===== src/lfs_consts.svh =====
// Register offsets, field positions and reset values for the line fault status block
`ifndef LFS_CONSTS_SVH
`define LFS_CONSTS_SVH
`define LFS_OFS_FAULT_A 8'h08
`define LFS_OFS_FAULT_B 8'h09
`define LFS_RESET_FAULT 8'h00
`define LFS_BIT_SEND 7
`define LFS_BIT_EMPTY 6
`define LFS_BIT_HSUM 5
`define LFS_BIT_OLEN 4
`define LFS_BIT_RSUM 3
`define LFS_BIT_RLEN 2
`define LFS_BIT_FRAME 1
`define LFS_BIT_PARITY 0
`endif


===== src/lfs_pkg.sv =====
// Types shared by the line fault status block
`default_nettype none
package lfs_pkg;
	// Per-channel detection events and their context, one cycle each
	typedef struct packed {
		logic send_bad;
		logic cycle_start;
		logic queue_empty;
		logic msg_done;
		logic [5:0] calc_sum;
		logic [5:0] host_sum;
		logic [7:0] octet_count;
		logic [7:0] outgoing_length_field;
		logic late_fill_overrun;
		logic reply_done;
		logic [5:0] reply_calc_sum;
		logic [5:0] reply_sum;
		logic [7:0] reply_count;
		logic [7:0] expected_reply_length;
		logic framing_err;
		logic parity_err;
	} lfs_evt_t;
	// Per-channel control bits held elsewhere in the device
	typedef struct packed {
		logic period_timer_on;
		logic host_sum_verify;
	} lfs_ctl_t;
endpackage
`default_nettype wire


===== src/lfs_fault_status.sv =====
// Two-channel fault status capture with clear-on-read registers
//
// Overview of operation
// Reading a status register clears all its flags
// Bit 7 set on improperly sent message
// Bit 6 set when queue empty at start
// Host loads an octet before each cycle
// Bit 6 only while period timer enabled
// Bit 5 set on host checksum mismatch
// Bit 5 checking only when verify enabled
// Withhold message on checksum fault, timer on
// Bit 4 set on length field mismatch
// Bit 4 also on late host fill
// Host may flush queue and resend
// Bit 3 set on 6-bit reply checksum mismatch
// Bit 2 set on reply length mismatch
// Bit 1 framing fault raises receive interrupt
// Bit 0 parity fault raises receive interrupt
// Channels identical, independent, flags sticky until read
`timescale 1ns/10ps
`default_nettype none
`include "lfs_consts.svh"

////////////////////////////////////////////////////////////////////////////////
module lfs_channel (
	input wire logic CLK,
	input wire logic RESETN,
	input wire lfs_pkg::lfs_evt_t evt,
	input wire lfs_pkg::lfs_ctl_t ctl,
	input wire logic rd_clr,
	output logic [7:0] status_r,
	output logic withhold_r,
	output logic rx_irq_r
);
	logic [7:0] set_v;
	logic [7:0] status_nxt;
	logic hsum_bad;

	assign hsum_bad = evt.msg_done && ctl.host_sum_verify
		&& (evt.calc_sum != evt.host_sum);

	always_comb begin
		set_v = 8'h00;
		set_v[`LFS_BIT_SEND] = evt.send_bad;
		set_v[`LFS_BIT_EMPTY] = evt.cycle_start && evt.queue_empty
			&& ctl.period_timer_on;
		set_v[`LFS_BIT_HSUM] = hsum_bad;
		set_v[`LFS_BIT_OLEN] = (evt.msg_done
			&& (evt.octet_count != evt.outgoing_length_field))
			|| evt.late_fill_overrun;
		set_v[`LFS_BIT_RSUM] = evt.reply_done
			&& (evt.reply_calc_sum != evt.reply_sum);
		set_v[`LFS_BIT_RLEN] = evt.reply_done
			&& (evt.reply_count != evt.expected_reply_length);
		set_v[`LFS_BIT_FRAME] = evt.framing_err;
		set_v[`LFS_BIT_PARITY] = evt.parity_err;
		// Set beats clear so an event during the read is kept
		status_nxt = (rd_clr ? 8'h00 : status_r) | set_v;
	end

	always_ff @(posedge CLK or negedge RESETN) begin
		if (!RESETN) begin
			status_r <= `LFS_RESET_FAULT;
		end else begin
			status_r <= status_nxt;
		end
	end

	// One-cycle pulse to the interrupt register
	always_ff @(posedge CLK or negedge RESETN) begin
		if (!RESETN) begin
			rx_irq_r <= 1'b0;
		end else begin
			rx_irq_r <= evt.framing_err || evt.parity_err;
		end
	end

	// Level held while the message must not go out
	always_ff @(posedge CLK or negedge RESETN) begin
		if (!RESETN) begin
			withhold_r <= 1'b0;
		end else begin
			withhold_r <= status_nxt[`LFS_BIT_HSUM] && ctl.period_timer_on;
		end
	end

	// Flags only drop on the read strobe of their own channel
	a_flag_sticky: assert property (@(posedge CLK) disable iff (!RESETN)
		(status_r[`LFS_BIT_SEND] && !rd_clr) |=> status_r[`LFS_BIT_SEND])
		else $error("flag lost without read");
	a_read_clears: assert property (@(posedge CLK) disable iff (!RESETN)
		(rd_clr && set_v == 8'h00) |=> status_r == 8'h00)
		else $error("read did not clear");
	a_empty_gated: assert property (@(posedge CLK) disable iff (!RESETN)
		(!ctl.period_timer_on && evt.cycle_start && evt.queue_empty
		&& !status_r[`LFS_BIT_EMPTY]) |=> !status_r[`LFS_BIT_EMPTY])
		else $error("empty flag without timer");
	a_empty_sets: assert property (@(posedge CLK) disable iff (!RESETN)
		(ctl.period_timer_on && evt.cycle_start && evt.queue_empty)
		|=> status_r[`LFS_BIT_EMPTY])
		else $error("empty flag missed");
	a_hsum_gated: assert property (@(posedge CLK) disable iff (!RESETN)
		(!ctl.host_sum_verify && !status_r[`LFS_BIT_HSUM])
		|=> !status_r[`LFS_BIT_HSUM])
		else $error("checksum flag while disabled");
	a_hsum_sets: assert property (@(posedge CLK) disable iff (!RESETN)
		(ctl.host_sum_verify && evt.msg_done && evt.calc_sum != evt.host_sum)
		|=> status_r[`LFS_BIT_HSUM])
		else $error("checksum flag missed");
	a_withhold_msg: assert property (@(posedge CLK) disable iff (!RESETN)
		withhold_r == ($past(ctl.period_timer_on) && status_r[`LFS_BIT_HSUM]))
		else $error("withhold mismatch");
	a_olen_sets: assert property (@(posedge CLK) disable iff (!RESETN)
		evt.late_fill_overrun |=> status_r[`LFS_BIT_OLEN])
		else $error("late fill missed");
	a_rlen_sets: assert property (@(posedge CLK) disable iff (!RESETN)
		(evt.reply_done && evt.reply_count != evt.expected_reply_length)
		|=> status_r[`LFS_BIT_RLEN])
		else $error("reply length missed");
	a_rsum_sets: assert property (@(posedge CLK) disable iff (!RESETN)
		(evt.reply_done && evt.reply_calc_sum != evt.reply_sum)
		|=> status_r[`LFS_BIT_RSUM])
		else $error("reply checksum missed");
	a_rx_irq: assert property (@(posedge CLK) disable iff (!RESETN)
		(evt.framing_err || evt.parity_err)
		|=> (rx_irq_r && (status_r[`LFS_BIT_FRAME] || status_r[`LFS_BIT_PARITY])))
		else $error("receive interrupt missed");
	a_send_sets: assert property (@(posedge CLK) disable iff (!RESETN)
		evt.send_bad |=> status_r[`LFS_BIT_SEND])
		else $error("send fault missed");
	a_olen_cmp: assert property (@(posedge CLK) disable iff (!RESETN)
		(evt.msg_done && evt.octet_count != evt.outgoing_length_field)
		|=> status_r[`LFS_BIT_OLEN])
		else $error("length flag missed");
	a_parity_sets: assert property (@(posedge CLK) disable iff (!RESETN)
		evt.parity_err |=> status_r[`LFS_BIT_PARITY])
		else $error("parity flag missed");
	a_set_wins: assert property (@(posedge CLK) disable iff (!RESETN)
		(rd_clr && evt.parity_err) |=> status_r[`LFS_BIT_PARITY])
		else $error("event lost during read");
	a_withhold_off: assert property (@(posedge CLK) disable iff (!RESETN)
		!ctl.period_timer_on |=> !withhold_r)
		else $error("withhold without timer");
	a_frame_sets: assert property (@(posedge CLK) disable iff (!RESETN)
		evt.framing_err |=> status_r[`LFS_BIT_FRAME])
		else $error("framing flag missed");
	a_irq_pulse: assert property (@(posedge CLK) disable iff (!RESETN)
		(!evt.framing_err && !evt.parity_err) |=> !rx_irq_r)
		else $error("receive interrupt too long");
endmodule

////////////////////////////////////////////////////////////////////////////////
module lfs_fault_status (
	input wire logic CLK,
	input wire logic RESETN,
	input wire lfs_pkg::lfs_evt_t EVT_A,
	input wire lfs_pkg::lfs_evt_t EVT_B,
	input wire lfs_pkg::lfs_ctl_t CTL_A,
	input wire lfs_pkg::lfs_ctl_t CTL_B,
	input wire logic RD_STB,
	input wire logic [7:0] RD_ADDR,
	output logic [7:0] RD_DATA,
	output logic WITHHOLD_A,
	output logic WITHHOLD_B,
	output logic RECEIVE_FAULT_IRQ_A,
	output logic RECEIVE_FAULT_IRQ_B
);
	logic [7:0] status_a;
	logic [7:0] status_b;
	logic rd_a;
	logic rd_b;

	// Read strobe acts as the clear; unmapped offsets read zero
	assign rd_a = RD_STB && (RD_ADDR == `LFS_OFS_FAULT_A);
	assign rd_b = RD_STB && (RD_ADDR == `LFS_OFS_FAULT_B);

	// Two identical channels; neither sees the other's strobe
	lfs_channel u_ch_a (
		.CLK(CLK),
		.RESETN(RESETN),
		.evt(EVT_A),
		.ctl(CTL_A),
		.rd_clr(rd_a),
		.status_r(status_a),
		.withhold_r(WITHHOLD_A),
		.rx_irq_r(RECEIVE_FAULT_IRQ_A)
	);
	lfs_channel u_ch_b (
		.CLK(CLK),
		.RESETN(RESETN),
		.evt(EVT_B),
		.ctl(CTL_B),
		.rd_clr(rd_b),
		.status_r(status_b),
		.withhold_r(WITHHOLD_B),
		.rx_irq_r(RECEIVE_FAULT_IRQ_B)
	);

	// Data captured with the pre-clear value, shown next cycle
	always_ff @(posedge CLK or negedge RESETN) begin
		if (!RESETN) begin
			RD_DATA <= 8'h00;
		end else if (rd_a) begin
			RD_DATA <= status_a;
		end else if (rd_b) begin
			RD_DATA <= status_b;
		end else if (RD_STB) begin
			RD_DATA <= 8'h00;
		end
	end

	// Read data carries the flags as they stood before the clear
	a_read_data_a: assert property (@(posedge CLK) disable iff (!RESETN)
		rd_a |=> RD_DATA == $past(status_a))
		else $error("first channel read data wrong");
	a_read_data_b: assert property (@(posedge CLK) disable iff (!RESETN)
		rd_b |=> RD_DATA == $past(status_b))
		else $error("second channel read data wrong");
	a_unmapped_zero: assert property (@(posedge CLK) disable iff (!RESETN)
		(RD_STB && !rd_a && !rd_b) |=> RD_DATA == 8'h00)
		else $error("unmapped read not zero");
endmodule
`default_nettype wire


===== config.mk =====
export PLATFORM = sky130hd
export DESIGN_NAME = lfs_fault_status
export DESIGN_NICKNAME = d
export VERILOG_FILES = /design/src/lfs_pkg.sv /design/src/lfs_fault_status.sv
export VERILOG_INCLUDE_DIRS = /design/src
export SDC_FILE = /design/constraint.sdc
export NUM_CORES = 1
export LEC_CHECK = 0
export BUFFER_PORTS_ARGS = -buffer_cell sky130_fd_sc_hd__buf_2
export CAP_MARGIN = 30
export CELL_PAD_IN_SITES_DETAIL_PLACEMENT = 1
export CELL_PAD_IN_SITES_GLOBAL_PLACEMENT = 2
export CORE_MARGIN = 1
export CORE_UTILIZATION = 21
export DETAILED_ROUTE_END_ITERATION = 16
export MAX_ROUTING_LAYER = met4
export PLACE_DENSITY = 0.95
export SYNTH_ARGS = -nofsm -noshare
export SYNTH_HDL_FRONTEND = slang
export SYNTH_SLANG_ARGS = --single-unit

===== constraint.sdc =====
create_clock -name CLK -period 1.36 [get_ports CLK]
set_clock_uncertainty 0.1 [all_clocks]
set_input_delay 0.068 -clock CLK [delete_from_list [all_inputs] [get_ports CLK]]
set_output_delay 0.068 -clock CLK [all_outputs]
set_load 0.01 [all_outputs]

Word-level counts from Yosys, hierarchy flattened
Cells that the tools add are included.
{ "word_totals": {"ff_bits": 28, "in_bits": 143} }
{ "op_classes": {"n_eq_ne": 10, "n_reduce_logical": 23, "n_mux": 5, "bitwise": 2} }
{ "op_table": {"columns": ["operator", "n"], "rows": [
  ["8-bit two-way mux", 5],
  ["8-bit != test", 4],
  ["6-bit != test", 4],
  ["1-bit logical AND", 18],
  ["8-bit by 4-bit == test with 1-bit output (second input constant)", 2],
  ["8-bit bitwise OR", 2],
  ["1-bit logical OR", 4],
  ["3-bit nonzero test", 1]
]} }

Logic depth before layout (Yosys ltp)
{ "depth": {"word_depth": 5, "depth_mapped": 5} }

By module
From an unflattened synthesis, not the netlist that was laid out.
{ "unflattened": {"cells_unflattened": 167, "hier_area_um2": 1798.0} }
{ "modules_own_cells": {"columns": ["mod", "cells_per_inst", "area_per_inst_um2", "instances"], "rows": [
  ["lfs_channel", 63, 648.1, 2],
  ["lfs_fault_status", 41, 501.7, 1]
]} }

Worst setup path before layout
No wires, ideal clock.
{ "synth_timing": {"path_type": "input to register", "startpoint": "in RD_STB", "endpoint": "reg u_ch_a.withhold_r", "setup_ns": 0.120, "t_arrival_ns": 1.039, "path_stages": 5, "slack_ns": 0.100, "cell_sequence": "buf_2 > and4bb_1 > nand3b_2 > and3_1 > a41o_1"} }
{ "synth_via": {"elab_chain_len": 4} }
{ "synth_rtl": {"columns": ["item", "line", "source"], "rows": [
  ["from (decl)", "lfs_fault_status.sv:160", "input wire logic RD_STB,"],
  ["1-bit logical AND", "lfs_fault_status.sv:174", "assign rd_a = RD_STB && (RD_ADDR == `LFS_OFS_FAULT_A);"],
  ["8-bit two-way mux", "lfs_fault_status.sv:58", "status_nxt = (rd_clr ? 8'h00 : status_r) | set_v;"],
  ["8-bit bitwise OR", "lfs_fault_status.sv:58", null],
  ["1-bit logical AND", "lfs_fault_status.sv:83", "withhold_r <= status_nxt[`LFS_BIT_HSUM] && ctl.period_timer_on;"],
  ["to (signal assigned)", "lfs_fault_status.sv:83", null],
  ["to (decl)", "lfs_fault_status.sv:32", "output logic withhold_r,"]
]} }
No other way between the ends.
A chain may end at the register's enable or synchronous reset.

Worst setup path in the final report
{ "layout_timing": {"startpoint": "in RD_ADDR[5]", "endpoint": "reg u_ch_b.withhold_r"} }
{ "layout_via": {"elab_chain_len": 5} }
{ "layout_rtl": {"columns": ["item", "line", "source"], "rows": [
  ["from (decl)", "lfs_fault_status.sv:161", "input wire logic [7:0] RD_ADDR,"],
  ["8-bit by 4-bit == test with 1-bit output (no source line)", null, null],
  ["1-bit logical AND", "lfs_fault_status.sv:175", "assign rd_b = RD_STB && (RD_ADDR == `LFS_OFS_FAULT_B);"],
  ["8-bit two-way mux", "lfs_fault_status.sv:58", null],
  ["8-bit bitwise OR", "lfs_fault_status.sv:58", null],
  ["1-bit logical AND", "lfs_fault_status.sv:83", null],
  ["to (signal assigned)", "lfs_fault_status.sv:83", null],
  ["to (decl)", "lfs_fault_status.sv:32", null]
]} }
No other way between the ends.

==> impl_results.md <==
* Status: finished clean
* Startpoint of the most critical setup path: RD_ADDR[5]
* Post-CTS setup buffer count at 0
* Maximum ir drop on the vdd rail at 614 uV
* Fraction of the yosys area taken by sequential cells at ~40%
* Post-route ant nets at 0
* Via count of the first global-routing pass at 2,126
* Post-Synthesis Cells at 161
* Row count at 32
* Area of the die at 0.00853 sq mm
* Number of antenna violations at the first check in global routing at 0
* Leading cell type in the layout, fill and taps excluded: sky130_fd_sc_hd__buf_2
* Arrival time of data at the critical path endpoint at 1.14 ns
* Worst-Skew Late Latency at between 0.2 and 0.3 ns
* FMAX at approximately 0.94 GHz
* Num Clock Sinks at 28
* Via count normalized by instance count at approximately 4.3
* Register-to-register setup slack at approximately 0.36 ns
* Mean instance size in the synthesized netlist at 10.7 sq um
* Net total in the final layout at 487
* Static Leakage at 0.00138 uW
* Power Total at between 2000 and 2500 uW
* Drc violations at 0
* R2R Path End: u_ch_b.withhold_r
* GPL Wtd Cong at 0.751
* Net Count, Synth at about 300
* Post-cts gate resize count at 0
* Starting density of the core at between 20% and 30%
* Horizontal die dimension at between 90 and 100 um
* Clock root buffer master: sky130_fd_sc_hd__clkbuf_8
* Bufs on Longest Clock Path at 2
* Critical path launch point type: primary input
* GRT Util Overall at 14.2%
* Count of cells along the worst register-to-register path at 2
* Final Hold Viols at 0
* Critical R2R Launch: u_ch_b.status_r[5]
* Final antenna diode count at 0
* Most used cells in the layout excluding fill and tap cells: sky130_fd_sc_hd__buf_2, sky130_fd_sc_hd__xnor2_1, sky130_fd_sc_hd__dfrtp_1, sky130_fd_sc_hd__dlygate4sd3_1, sky130_fd_sc_hd__xor2_1
* Filler Cells Inserted at roughly 960
* Final core area utilization at 37.4%
* Capture point of the critical path: u_ch_b.withhold_r
* Worst min-delay path class: in -> reg
* Post-place instance area at roughly 0.0026 sq mm
* Worst endpoint required time at around 1.4 ns
* Number of port buffers at 154
* Global-route wire length before repair at about 9.4 mm
* Wire length per cell at approximately 13 um
* Most area-hungry cell type in the Yosys netlist: sky130_fd_sc_hd__dfrtp_1
* First-pass DRT Iterations at 4
* Main area contributors after synthesis: sky130_fd_sc_hd__dfrtp_1, sky130_fd_sc_hd__xnor2_1, sky130_fd_sc_hd__xor2_1, sky130_fd_sc_hd__mux2i_1, sky130_fd_sc_hd__nand4_1
* Area added between synthesis and finish at 70.4%
* Flip-flop and latch count after synthesis at 28
* Kind of capture point of the worst setup path: flip-flop
* Final worst-path cycle share at about four fifths
* Hold Path Depth at 4
* Type of the worst setup path: in -> reg
* Post-CTS Hold Buffers at 21
* Total number of yosys warnings at 0
* Overflow left after global routing at 0
* First DRT Iteration DRCs at 22
* Number of clock buffers inserted by TritonCTS at 3
* Max cap viols at 0
* Clock-pin slew reported for the worst setup and hold paths after clock tree synthesis at about 0.09 ns
* Core area at about 0.0078 sq mm
* Final count of negative-setup-slack endpoints at 0
* Power density over the cells at about 690 mW/mm^2
* HPWL after detailed placement at 5.05 mm
* RSZ-0062 raised after global routing: false
* Max-slew headroom at between 50 and 60%
* IO Count at about 160
* Synth Cell Area at around 0.0017 sq mm
* Via count at approximately 1,900
* Worst hold margin at around 0.051 ns
* Post-synthesis cell type count at 23
* Cell area after layout at 0.00292 sq mm
* Share of final-layout standard cells stronger than drive strength 1 at 49.0%
* Final critical-path required period at 1.07 ns
* Clock tree from TritonCTS: yes
* Max H-tree Level at 1
* Die span in y at slightly above 90 um
* Total length of routed wires at roughly 5.9 mm
* Final-report max-slew violation count at 0
* Worst Path Max Fanout at 4
* Slew @ Worst Pin at ~0.63 ns
* Maximum number of pins on one net before global-route repair at 29
* Synth top area share at between 40 and 50%
worst min-delay path by stage:
stage | slack (ns) | end | from
after floorplan | -0.33 | RD_DATA[0] | RESETN
after global placement | 0.004 | RD_DATA[6] | RESETN
after detailed placement | 0.03 | RD_DATA[6] | RESETN
after CTS | 0.05 | u_ch_b.status_r[3] | EVT_B[29]
after global routing | 0.07 | u_ch_a.status_r[3] | EVT_A[28]
final | 0.05 | u_ch_b.status_r[3] | EVT_B[29]
worst max-delay path, cell delays in order:
cell                      delay, ns
sky130_fd_sc_hd__buf_2         0.11
sky130_fd_sc_hd__nor4_4        0.36
sky130_fd_sc_hd__nand3_2       0.18
sky130_fd_sc_hd__and3_1        0.22
sky130_fd_sc_hd__a41o_1        0.19
Yosys cell counts:
cell type	count
sky130_fd_sc_hd__xnor2_1	40
sky130_fd_sc_hd__dfrtp_1	28
sky130_fd_sc_hd__xor2_1	16
sky130_fd_sc_hd__inv_1	8
sky130_fd_sc_hd__mux2i_1	8
sky130_fd_sc_hd__nand4_1	8
sky130_fd_sc_hd__o22ai_1	8
sky130_fd_sc_hd__nand2_1	7
sky130_fd_sc_hd__a21o_1	6
sky130_fd_sc_hd__a32o_1	4
sky130_fd_sc_hd__nand3_1	4
sky130_fd_sc_hd__nor4_1	4
sky130_fd_sc_hd__o21ai_0	4
sky130_fd_sc_hd__a21oi_1	2
sky130_fd_sc_hd__a22o_1	2
sky130_fd_sc_hd__a41o_1	2
sky130_fd_sc_hd__and3_1	2
sky130_fd_sc_hd__buf_2	2
sky130_fd_sc_hd__or2_2	2
sky130_fd_sc_hd__and4bb_1	1
sky130_fd_sc_hd__nand3_2	1
sky130_fd_sc_hd__nand3b_2	1
sky130_fd_sc_hd__nor4_4	1
power by group:
| group | internal [uW] | switching, uW |
|---|---|---|
| logic | 316 | 209 |
| clock network | 394 | 251 |
| registers | 843 | 3.62 |
| total | 1550 | 464 |
flip-flops by register name (all words and copies together) (netlist names):
register           count
RD_DATA                8
u_ch_a.rx_irq_r        1
u_ch_a.status_r        8
u_ch_a.withhold_r      1
u_ch_b.rx_irq_r        1
u_ch_b.status_r        8
u_ch_b.withhold_r      1
per-layer routing:
layer  wire length (um)  part of all wire, %  track usage [%]
met1               2050                   35             13.8
met3                455                  7.7             3.61
met2               3350                   57             28.6
met5                  0                    0                -
met4                 38                 0.65             1.95
per-stage QoR:
| step | cells | setup WS (ns) | TNS [ns] |
|---|---|---|---|
| final | 445 | 0.292 | 0 |
| after floorplan | 161 | 0.100 | 0 |
| after detailed placement | 420 | -0.0257 | -0.0450 |
| after CTS | 445 | 0.282 | 0 |
| after global placement | 420 | 0.0277 | 0 |
| after global routing | 445 | 0.239 | 0 |
kinds of logic after synthesis:
kind of cell    synth area share [%]
xor+xnor                        28.6
simple gates                    11.7
compound gates                  11.8
flops                           40.8
buf+inv                         2.33
mux                             4.67
final cells by class:
class	count	area (sq um)	area share [%]
well taps	102	128	4.37
repair buffers	180	1020	34.8
clock inverters	1	30.0	1.03
flip-flops and latches	28	701	24.0
clock buffers	3	41.3	1.41
inverters	8	30.0	1.03
multi-input cells	123	975	33.3
Power figures use the tool's default switching activity.
